==> src/logic/flash_ctrl_defs.svh <==
// Purpose: offsets, field positions, reset values and timing counts
// Assumes: 32-bit APB, 12-bit byte address, one word per register
// Notes:   included by the sequencer, the port checks and the testbench
`ifndef FLASH_CTRL_DEFS_SVH
`define FLASH_CTRL_DEFS_SVH

`define CTRL_OFS      12'h000
`define PROTECT_OFS   12'h004
`define STATUS_OFS    12'h008
`define ADDR_OFS      12'h00C
`define DATA_OFS      12'h010

`define PGM_BIT       0
`define ERASE_BIT     1
`define MASS_BIT      2
`define HV_BIT        3

`define ST_STATE_LSB  0
`define ST_ROWFAIL    3
`define ST_HVREFUSE   4
`define ST_SETUPMET   5
`define ST_STANDBY    6

`define PROTECT_RST   8'hFF
`define ERASED_BYTE   8'hFF

`define CLK_PERIOD_PS        8000
`define SETUP_BEFORE_HV_NS   10000
`define SETUP_BEFORE_HV_CYCLES \
    ((`SETUP_BEFORE_HV_NS * 1000 + `CLK_PERIOD_PS - 1) / `CLK_PERIOD_PS)

`endif

==> src/logic/flash_seq_pkg.sv <==
// Purpose: shared types of the flash array sequencer
// Assumes: nothing
// Notes:   numbers live in flash_ctrl_defs.svh
package flash_seq_pkg;

    typedef enum logic [2:0]
    {
        S_IDLE,
        S_SELECTED,
        S_ARMED,
        S_LATCHED,
        S_HV_ON
    } seq_state_t;

endpackage

==> src/logic/row_check_if.sv <==
// Purpose: carries row tracking between sequencer and row checker
// Assumes: one clock, owner drives load and check
// Notes:   fail is combinational from the checker
`timescale 1ns/100ps

interface row_check_if;
    logic        load;
    logic        check;
    logic [15:0] addr;
    logic        fail;

    modport owner
    (
        output load,
        output check,
        output addr,
        input  fail
    );

    modport tracker
    (
        input  load,
        input  check,
        input  addr,
        output fail
    );
endinterface

==> src/logic/flash_array_ctrl.sv <==
// Purpose: erase/program sequencer of one flash array, APB slave
// Assumes: array macro takes address, data, write strobe and modes
// Notes:   mass erase is not supported; mass select refuses high voltage only while high voltage is off
`timescale 1ns/100ps
`include "flash_ctrl_defs.svh"

module flash_array_ctrl
    import flash_seq_pkg::*;
#(
    parameter int unsigned SETUP_CYCLES = `SETUP_BEFORE_HV_CYCLES
)
(
    input  wire logic        pclk,
    input  wire logic        presetn,
    input  wire logic        psel,
    input  wire logic        penable,
    input  wire logic        pwrite,
    input  wire logic [11:0] paddr,
    input  wire logic [31:0] pwdata,
    output logic      [31:0] prdata,
    output logic             pready,
    output logic             pslverr,
    input  wire logic        wait_mode,
    input  wire logic        stop_mode,
    output logic      [15:0] array_addr,
    output logic      [7:0]  array_wdata,
    output logic             array_write,
    output logic             array_prog,
    output logic             array_erase,
    output logic             array_hv,
    output logic             array_standby
);
    function automatic logic is_protected(input logic [15:0] a,
                                          input logic [7:0]  p);
        is_protected = (p != `PROTECT_RST) && (a >= {1'b0, p, 7'h00});
    endfunction

    seq_state_t  state_q;
    seq_state_t  state_d;
    logic        pgm_q;
    logic        erase_q;
    logic        mass_q;
    logic        hv_q;
    logic [7:0]  protect_q;
    logic [15:0] addr_q;
    logic        row_fail_q;
    logic        hv_refuse_q;
    logic        standby_q;
    logic [31:0] prdata_q;
    logic        pready_q;
    logic        pslverr_q;
    logic [15:0] arr_addr_q;
    logic [7:0]  arr_data_q;
    logic        arr_write_q;
    logic        setup_done;

    row_check_if rc ();

    // Bus decode
    wire setup_ph   = psel & ~penable;
    wire acc        = psel & penable & pready_q;
    wire wr_acc     = acc & pwrite;
    wire rd_acc     = acc & ~pwrite;
    wire sel_ctrl   = (paddr == `CTRL_OFS);
    wire sel_prot   = (paddr == `PROTECT_OFS);
    wire sel_status = (paddr == `STATUS_OFS);
    wire sel_addr   = (paddr == `ADDR_OFS);
    wire sel_data   = (paddr == `DATA_OFS);
    wire hit = sel_ctrl | sel_prot | sel_status | sel_addr | sel_data;

    wire wr_ctrl   = wr_acc & sel_ctrl;
    wire wr_prot   = wr_acc & sel_prot;
    wire wr_status = wr_acc & sel_status;
    wire wr_addr   = wr_acc & sel_addr;
    wire wr_data   = wr_acc & sel_data;
    wire rd_prot   = rd_acc & sel_prot;

    wire standby   = wait_mode | stop_mode;

    wire req_pgm   = pwdata[`PGM_BIT];
    wire req_erase = pwdata[`ERASE_BIT];
    wire req_both  = req_pgm & req_erase;
    wire pgm_new   = req_both ? pgm_q : req_pgm;
    wire erase_new = req_both ? erase_q : req_erase;

    wire hv_ok = (state_q == S_LATCHED) & setup_done
               & (pgm_new | erase_new) & ~pwdata[`MASS_BIT]
               & ~is_protected(arr_addr_q, protect_q);
    wire hv_req    = wr_ctrl & pwdata[`HV_BIT] & ~hv_q;
    wire hv_refuse = hv_req & ~hv_ok;

    wire pgm_d   = standby ? 1'b0 : (wr_ctrl ? pgm_new : pgm_q);
    wire erase_d = standby ? 1'b0 : (wr_ctrl ? erase_new : erase_q);
    wire mass_d  = standby ? 1'b0
                 : (wr_ctrl ? pwdata[`MASS_BIT] : mass_q);
    wire hv_d    = standby ? 1'b0
                 : (wr_ctrl ? pwdata[`HV_BIT] & (hv_q | hv_ok) : hv_q);
    wire any_sel = pgm_d | erase_d;

    wire latch_evt = wr_data & ~standby & (state_q == S_ARMED);
    wire prog_wr   = wr_data & ~standby & (state_q == S_HV_ON) & pgm_q;
    wire row_fail  = rc.fail;
    wire write_d   = latch_evt | (prog_wr & ~row_fail);

    assign rc.load  = latch_evt;
    assign rc.check = prog_wr;
    assign rc.addr  = addr_q;

    row_check u_row
    (
        .pclk    (pclk),
        .presetn (presetn),
        .rc      (rc)
    );

    seq_timer #(.CYCLES(SETUP_CYCLES)) u_setup
    (
        .pclk    (pclk),
        .presetn (presetn),
        .start   (latch_evt),
        .clr     (state_d == S_IDLE),
        .done    (setup_done)
    );

    // Sequence steps
    always_comb
    begin
        state_d = state_q;
        case (state_q)
            S_IDLE:
                if (any_sel)
                    state_d = S_SELECTED;
            S_SELECTED:
                if (!any_sel)
                    state_d = S_IDLE;
                else if (rd_prot)
                    state_d = S_ARMED;
            S_ARMED:
                if (!any_sel)
                    state_d = S_IDLE;
                else if (latch_evt)
                    state_d = S_LATCHED;
            S_LATCHED:
                if (hv_d)
                    state_d = S_HV_ON;
                else if (!any_sel)
                    state_d = S_IDLE;
            S_HV_ON:
                if (!hv_d)
                    state_d = S_IDLE;
            default:
                state_d = S_IDLE;
        endcase
        if (standby)
            state_d = S_IDLE;
    end

    wire [31:0] ctrl_rd = {28'h0000000, hv_q, mass_q, erase_q, pgm_q};
    wire [31:0] stat_rd = {25'h0000000, standby_q, setup_done,
                           hv_refuse_q, row_fail_q, state_q};
    wire [31:0] rdata_d = sel_ctrl   ? ctrl_rd
                        : sel_prot   ? {24'h000000, protect_q}
                        : sel_status ? stat_rd
                        : sel_addr   ? {16'h0000, addr_q}
                        : 32'h00000000;

    always_ff @(posedge pclk or negedge presetn)
    begin
        if (!presetn)
        begin
            pready_q  <= 1'b0;
            pslverr_q <= 1'b0;
            prdata_q  <= 32'h00000000;
        end
        else
        begin
            pready_q  <= setup_ph;
            pslverr_q <= setup_ph & ~hit;
            if (setup_ph)
                prdata_q <= pwrite ? 32'h00000000 : rdata_d;
        end
    end

    always_ff @(posedge pclk or negedge presetn)
    begin
        if (!presetn)
        begin
            state_q <= S_IDLE;
            pgm_q   <= 1'b0;
            erase_q <= 1'b0;
            mass_q  <= 1'b0;
            hv_q    <= 1'b0;
        end
        else
        begin
            state_q <= state_d;
            pgm_q   <= pgm_d;
            erase_q <= erase_d;
            mass_q  <= mass_d;
            hv_q    <= hv_d;
        end
    end

    // Status flags, set wins over clear
    always_ff @(posedge pclk or negedge presetn)
    begin
        if (!presetn)
        begin
            row_fail_q  <= 1'b0;
            hv_refuse_q <= 1'b0;
            standby_q   <= 1'b0;
        end
        else
        begin
            row_fail_q  <= (prog_wr & row_fail) | (row_fail_q
                         & ~(wr_status & pwdata[`ST_ROWFAIL]));
            hv_refuse_q <= hv_refuse | (hv_refuse_q
                         & ~(wr_status & pwdata[`ST_HVREFUSE]));
            standby_q   <= standby;
        end
    end

    always_ff @(posedge pclk or negedge presetn)
    begin
        if (!presetn)
        begin
            protect_q <= `PROTECT_RST;
            addr_q    <= 16'h0000;
        end
        else
        begin
            if (wr_prot)
                protect_q <= pwdata[7:0];
            if (wr_addr)
                addr_q <= pwdata[15:0];
        end
    end

    always_ff @(posedge pclk or negedge presetn)
    begin
        if (!presetn)
        begin
            arr_addr_q  <= 16'h0000;
            arr_data_q  <= `ERASED_BYTE;
            arr_write_q <= 1'b0;
        end
        else
        begin
            arr_write_q <= write_d;
            if (write_d)
            begin
                arr_addr_q <= addr_q;
                arr_data_q <= pwdata[7:0];
            end
        end
    end

    assign prdata        = prdata_q;
    assign pready        = pready_q;
    assign pslverr       = pslverr_q;
    assign array_addr    = arr_addr_q;
    assign array_wdata   = arr_data_q;
    assign array_write   = arr_write_q;
    assign array_prog    = pgm_q;
    assign array_erase   = erase_q;
    assign array_hv      = hv_q;
    assign array_standby = standby_q;
endmodule

==> src/logic/seq_timer.sv <==
// Purpose: counts the setup interval after a latching write
// Assumes: start is a one-cycle pulse
// Notes:   done stays high until clr or a new start
`timescale 1ns/100ps

module seq_timer
    import flash_seq_pkg::*;
#(
    parameter int unsigned CYCLES = 1250
)
(
    input  wire logic pclk,
    input  wire logic presetn,
    input  wire logic start,
    input  wire logic clr,
    output logic      done
);
    logic [15:0] cnt_q;
    logic        run_q;
    logic        done_q;

    assign done = done_q;

    always_ff @(posedge pclk or negedge presetn)
    begin
        if (!presetn)
        begin
            cnt_q  <= 16'h0000;
            run_q  <= 1'b0;
            done_q <= 1'b0;
        end
        else if (start)
        begin
            cnt_q  <= CYCLES[15:0];
            run_q  <= 1'b1;
            done_q <= 1'b0;
        end
        else if (clr)
        begin
            run_q  <= 1'b0;
            done_q <= 1'b0;
        end
        else if (run_q)
        begin
            cnt_q  <= cnt_q - 16'h0001;
            run_q  <= (cnt_q != 16'h0001);
            done_q <= (cnt_q == 16'h0001);
        end
    end
endmodule

==> src/logic/row_check.sv <==
// Purpose: remembers the latched row and flags writes outside it
// Assumes: rows are 64 aligned bytes, so row = addr[15:6]
// Notes:   fail only means something while check is high
`timescale 1ns/100ps

module row_check
    import flash_seq_pkg::*;
(
    input  wire logic    pclk,
    input  wire logic    presetn,
    row_check_if.tracker rc
);
    logic [9:0] row_q;

    assign rc.fail = rc.check & (rc.addr[15:6] != row_q);

    always_ff @(posedge pclk or negedge presetn)
    begin
        if (!presetn)
            row_q <= 10'h000;
        else if (rc.load)
            row_q <= rc.addr[15:6];
    end
endmodule

==> config.mk <==
export PLATFORM = sky130hd
export DESIGN_NAME = flash_array_ctrl
export DESIGN_NICKNAME = d
export VERILOG_FILES = /design/src/logic/flash_seq_pkg.sv /design/src/logic/row_check_if.sv /design/src/logic/flash_array_ctrl.sv /design/src/logic/seq_timer.sv /design/src/logic/row_check.sv
export VERILOG_INCLUDE_DIRS = /design/src /design/src/logic
export SDC_FILE = /design/constraint.sdc
export NUM_CORES = 1
export LEC_CHECK = 0
export ABC_AREA = 1
export BUFFER_PORTS_ARGS = -buffer_cell sky130_fd_sc_hd__buf_2
export CORE_MARGIN = 8
export CORE_UTILIZATION = 45
export CTS_BUF_LIST = sky130_fd_sc_hd__clkbuf_8
export DETAILED_ROUTE_END_ITERATION = 8
export HOLD_SLACK_MARGIN = 0.06
export PLACE_DENSITY = 0.68
export SLEW_MARGIN = 20
export SYNTH_ARGS = -nofsm -noshare
export SYNTH_HDL_FRONTEND = slang
export SYNTH_SLANG_ARGS = --single-unit
==> constraint.sdc <==
create_clock -name pclk -period 2.9 [get_ports pclk]
set_input_delay 0.58 -clock pclk [delete_from_list [all_inputs] [get_ports pclk]]
set_output_delay 0.58 -clock pclk [all_outputs]
set_load 0.02 [all_outputs]
Word level (Yosys, flattened, before mapping)
Index checks and enable logic that the tools add are counted.

$add $sub $neg: 1. Order comparisons: 1. Equal/unequal tests: 13. Multiplexer cells: 34. Bitwise gates (word level): 54. Reduce and logical (&&, ||, !) cells: 8.

Operators with widths (count): 2-to-1 mux 16 bit (8); AND 1 bit (32); 2-to-1 mux 3 bit (9); == test 12 x 4 -> 1 bit (second input constant) (2); == test 16 x 1 -> 1 bit (second input constant) (1); greater-or-equal comparator 16 x 15 -> 1 bit (1); 2-to-1 mux 1 bit (16); != test 16 x 1 -> 1 bit (second input constant) (1); subtractor 16 x 1 -> 16 bit (second input constant) (1); case mux 3 bit (5 select lines) (1); == test 12 x 3 -> 1 bit (second input constant) (1); == test 12 x 5 -> 1 bit (second input constant) (1); logical NOT 12 bit (1); NOT 1 bit (11); OR 1 bit (11); != test 10 bit (1); != test 8 bit (second input constant) (1); == test 3 x 2 -> 1 bit (second input constant) (2); logical NOT 3 bit (2); nonzero test 2 bit (2); == test 3 x 1 -> 1 bit (second input constant) (1); == test 3 bit (second input constant) (1); nonzero test 3 bit (1); != test 2 bit (second input constant) (1); 2 further kinds (2).

Register bits: 121. Input bits: 51. Output and inout bits: 63. Word-level logic and storage cells: 131.

Longest topological paths before layout
Depth in word-level cells: 16. Depth in mapped cells: 20. Depth with buffers taken out: 19.

Hierarchy
Synthesis repeated with hierarchy kept, for this count alone.

Cell total of the unflattened synthesis: 678. Area, all modules: 5570.3 um^2.

By module, submodules not included: flash_array_ctrl (instances 1, cells an instance 455, area each 3920.0 um^2, sequential area each 1946.9 um^2); seq_timer (instances 1, cells an instance 145, area each 1093.5 um^2, sequential area each 450.4 um^2); row_check (instances 1, cells an instance 78, area each 556.8 um^2, sequential area each 250.2 um^2).

Least setup slack after synthesis
No wires, ideal clock.

Path type: reg2reg. From: register protect_q[4]. To: register u_setup.cnt_q[0]. Library setup time: 120 ps. Data arrival time: 2032 ps. Slack: 747 ps. Stages on the path, launching flop included: 20. Path buffers: 1. Period minus slack after synthesis: 2153 ps. Path through: dfstp_2 -> inv_1 -> ha_1 -> nand2_1 -> inv_1 -> nand2_1 -> nand2_1 -> a21oi_1 -> nand2_1 -> nand2_1 -> nand3_2 -> nand2_2 -> nand2_2 -> nand2_1 -> nand2_1 -> nand2_2 -> nand3_4 -> buf_4 -> nand4_1 -> nand2_1.

Cells in the longest elaborated chain, start to end: 14.

RTL lines: start: declaration (line flash_array_ctrl.sv:44) `logic [7:0] protect_q;`; start signal: assignment (line flash_array_ctrl.sv:227) `` protect_q <= `PROTECT_RST; ``; start signal: assignment (line flash_array_ctrl.sv:233) `protect_q <= pwdata[7:0];`; greater-or-equal comparator 16 x 15 -> 1 bit or != test 8 bit (tied branches); logical AND 1 bit (*) (line flash_array_ctrl.sv:35) `` is_protected = (p != `PROTECT_RST) && (a >= {1'b0, p, 7'h00}); ``; NOT 1 bit (*) (line flash_array_ctrl.sv:88) `& ~is_protected(arr_addr_q, protect_q);`; AND 1 bit (*) (line flash_array_ctrl.sv:86) `wire hv_ok = (state_q == S_LATCHED) & setup_done`; OR 1 bit (*) (line flash_array_ctrl.sv:97) `` : (wr_ctrl ? pwdata[`HV_BIT] & (hv_q | hv_ok) : hv_q); ``; AND 1 bit (*) (line flash_array_ctrl.sv:97); 2-to-1 mux 1 bit (*) (line flash_array_ctrl.sv:97); 2-to-1 mux 1 bit (*) (line flash_array_ctrl.sv:96) `wire hv_d = standby ? 1'b0`; 2-to-1 mux 3 bit, on equally long branches (line flash_array_ctrl.sv:149, flash_array_ctrl.sv:144); case mux 3 bit (5 select lines) (*) (line flash_array_ctrl.sv:129) `case (state_q)`; 2-to-1 mux 3 bit (*) (line flash_array_ctrl.sv:154) `if (standby)`; logical NOT 3 bit (*) (line flash_array_ctrl.sv:121) `.clr (state_d == S_IDLE),`; != test 2 bit (no line) (*); AND reduction 2 bit (no line) (*); end signal: assignment (line seq_timer.sv:34) `cnt_q <= CYCLES[15:0];`; end signal: assignment (line seq_timer.sv:45) `cnt_q <= cnt_q - 16'h0001;`; end: declaration (line seq_timer.sv:18) `logic [15:0] cnt_q;`.

Every way passes the cells marked *; elsewhere a longest branch is shown, timed or not. A chain may end at the register's enable or synchronous reset.

Worst setup path in the final report
From: register protect_q[7]. To: register u_setup.cnt_q[13].

The elaborated chain is that of the path after synthesis.

==> impl_metrics.ini <==
[synthesis]
yosysTopAreaCell = dfrtp_1
ys_seq_area_frac = 0.479
synth_ff_type = dfrtp_1
synth-seq-cells = 105
syn_area_mm2 = 0.00553
synth_top_area_share = 0.403
synth-edff-count = 0
ys_types = 48
yosys_warnings = 0
avgSynthCellArea_um2 = 8.55
async_flop_share = 1.00
synth_cells = 647
netlist_top_cells_area = dfrtp_1 40%, nand2_1 9.6%, dfstp_2 7.6%, o21ai_0 6.4%, inv_1 5.2%

[pwr]
power_frac_seq = 0.540
p_int_w = 0.00204
switching_share = 0.257
p_leak_nw = 3.29
irDropWorstVdd_v = 0.000235
clockPowerShare = 0.396
p_per_area_mw_per_mm2 = 434
pwr-share-comb = 0.064
power.switching_w = 0.000705

[finish]
diodes = 0
drive_above_1_share = 0.237
syn_to_final_growth_pct = 14.3
final_cell_mix = 142 x nand2_1, 89 x dfrtp_1, 80 x buf_2
fin_util = 0.526
layout_commonest_cell = nand2_1
area.sequential_mm2 = 0.00265
layout.nets = 795
multiInputGateArea_mm2 = 0.00241
fillers = 1161

[clocking]
clock-root-buffer = clkbuf_8
h-tree-depth = 3
cts_sinks = 105
clkLatencyLatePin_ps = 380
postCtsHoldBufs = 0
cts_buffers = 9
clkTransAtPathRegs_ps = 110
cts_tree = built
cts_buffer_depth = 2
post_cts_buffers = 0
cts_resized = 0

[setup_path]
start_kind = flop
crit_arrival_ps = 2930
crit_type = reg -> reg
required_ps = 3220
reg2reg_setup_slack_ps = 300
reg2reg_depth = 17
r2r-end = u_setup.cnt_q[13]
reg2reg_from = protect_q[7]
path_max_fanout = 16
end_kind = flop

[global_route]
grt_overflow = 0
grt_antenna_before_repair = 0
grt_pass1_wl_um = 22500
grt_max_degree = 39
grt_pass1_vias = 4430
grt_usage = 0.173

[die]
pin_count = 114
coreArea_mm2 = 0.0120
die_height_um = 127
dieArea_mm2 = 0.0161
die_w_um = 127
initial_core_util = 0.461
core.rowCount = 40

[sta]
fin_crit_sh = 0.897
setup_tns_ps = 0
worst_slew_pin_slew_ps = 652
rsz0062_at_grt = false
slew_headroom = 0.561
maxSlewViolCount = 0
layout_min_cycle_time_ps = 2600
setup_violations = 0
fmaxAchievable_mhz = 384
fin_worst_skew_ps = 11.4
final-hold-violation-count = 0

[run]
cap_violations = 0

[route]
dr_wl_met2_um = 6590
vias_per_cell = 5.28
routed-wl-met3_um = 790
drc = 0
totalWireLength_um = 13800
top_layer_used = met4
wl_per_cell_um = 15.5
met1Wirelength_um = 6150
drtAntennaViolNets = 0
num_vias = 4678
dr.pass1.iters = 5
drt_iter0_drc = 348

[placement]
hpwl_um = 10300
place_congestion = 0.895
numPortBuffers = 81

[status]
status = completed

[min_path]
hold_class = in -> async
[area by class of cell]
type | instances | share of cell area
Multi-Input combinational cell | 439 | 0.381
Sequential cell | 105 | 0.419
Inverter | 84 | 0.0499
Clock buffer | 9 | 0.0196
Clock inverter | 7 | 0.0188
Timing Repair Buffer | 95 | 0.0831
Tap cell | 147 | 0.0291
[power by group through the flow]
stage / Sequential [W] / Combinational, W / Clock [W]
after floorplan: 0.00151 / 0.000105 / 0
after global placement: 0.00151 / 0.000173 / 0
after detailed placement: 0.00151 / 0.000176 / 0
after CTS: 0.00148 / 0.000177 / 0.00111
after global routing: 0.00148 / 0.000197 / 0.00118
final: 0.00148 / 0.000175 / 0.00109
[cell usage after synthesis (10+ instances only)]
| master | instances |
|---|---|
| clkbuf_1 | 14 |
| nand2_1 | 142 |
| dfstp_2 | 16 |
| xnor2_1 | 12 |
| o21ai_0 | 71 |
| nand3_2 | 14 |
| a21oi_1 | 13 |
| nand3_1 | 27 |
| ha_1 | 10 |
| nand4_1 | 22 |
| inv_1 | 76 |
| buf_4 | 17 |
| nor2_1 | 37 |
| dfrtp_1 | 89 |
[worst max path at each step]
stage                              endpoint    startpoint  slack, ps  cells past startpoint
final                     u_setup.cnt_q[13]  protect_q[7]        300                     17
after global routing      u_setup.cnt_q[12]  protect_q[7]         40                     17
after CTS                 u_setup.cnt_q[13]  protect_q[7]        300                     17
after detailed placement  u_setup.cnt_q[13]     paddr[11]        300                     16
after global placement    u_setup.cnt_q[14]      paddr[7]        330                     13
after floorplan            u_setup.cnt_q[0]  protect_q[4]        750                     19
[kinds of logic (layout without fill, tap and decap cells)]
kind of cell	count (synthesis)	count (layout)	synth area share
AO/OA/AOI/OAI	110	110	0.114
XOR/XNOR	17	17	0.0269
adder cells (fa/ha/maj)	10	10	0.0226
buffers and inverters	118	195	0.0961
flip-flops	105	105	0.479
other	1	16	0.000678
AND/OR/NAND/NOR	286	286	0.261
[per-layer routing]
layer	vias up	global-route usage
li1	2272	-
met4	0	0.0602
met3	17	0.0398
met5	-	0
met1	2259	0.221
met2	130	0.282
[metrics by stage]
stage	std cells	hold slack [ps]	cell area, um^2	total power [W]	setup WS (ps)
after floorplan	662	284	5590	0.00161	747
final	886	134	6320	0.00274	299
after global routing	886	151	6320	0.00286	35.5
after detailed placement	870	474	6080	0.00169	295
after global placement	870	463	6080	0.00168	329
after CTS	886	136	6320	0.00277	296
[worst max-delay path, cell delays in order (launching register included)]
cell,delay [ps]
dfstp_2,570
inv_1,60
ha_1,300
nand4_1,140
inv_1,60
a21oi_1,150
nand2_1,60
nand2_1,110
nand3_2,80
nand2_2,70
nand2_2,60
nand2_1,80
nand2_1,60
nand2_2,90
nand3_4,180
nand2_4,270
nand3_1,110
nand2_1,70
[state kept, by name (all words and copies together) (netlist names), 3 cells and up]
name	count
addr_q	16
array_addr	16
array_wdata	8
prdata	16
protect_q	8
state_q	3
u_row.row_q	10
u_setup.cnt_q	16
Note: power is estimated with default switching activity, not from simulation.
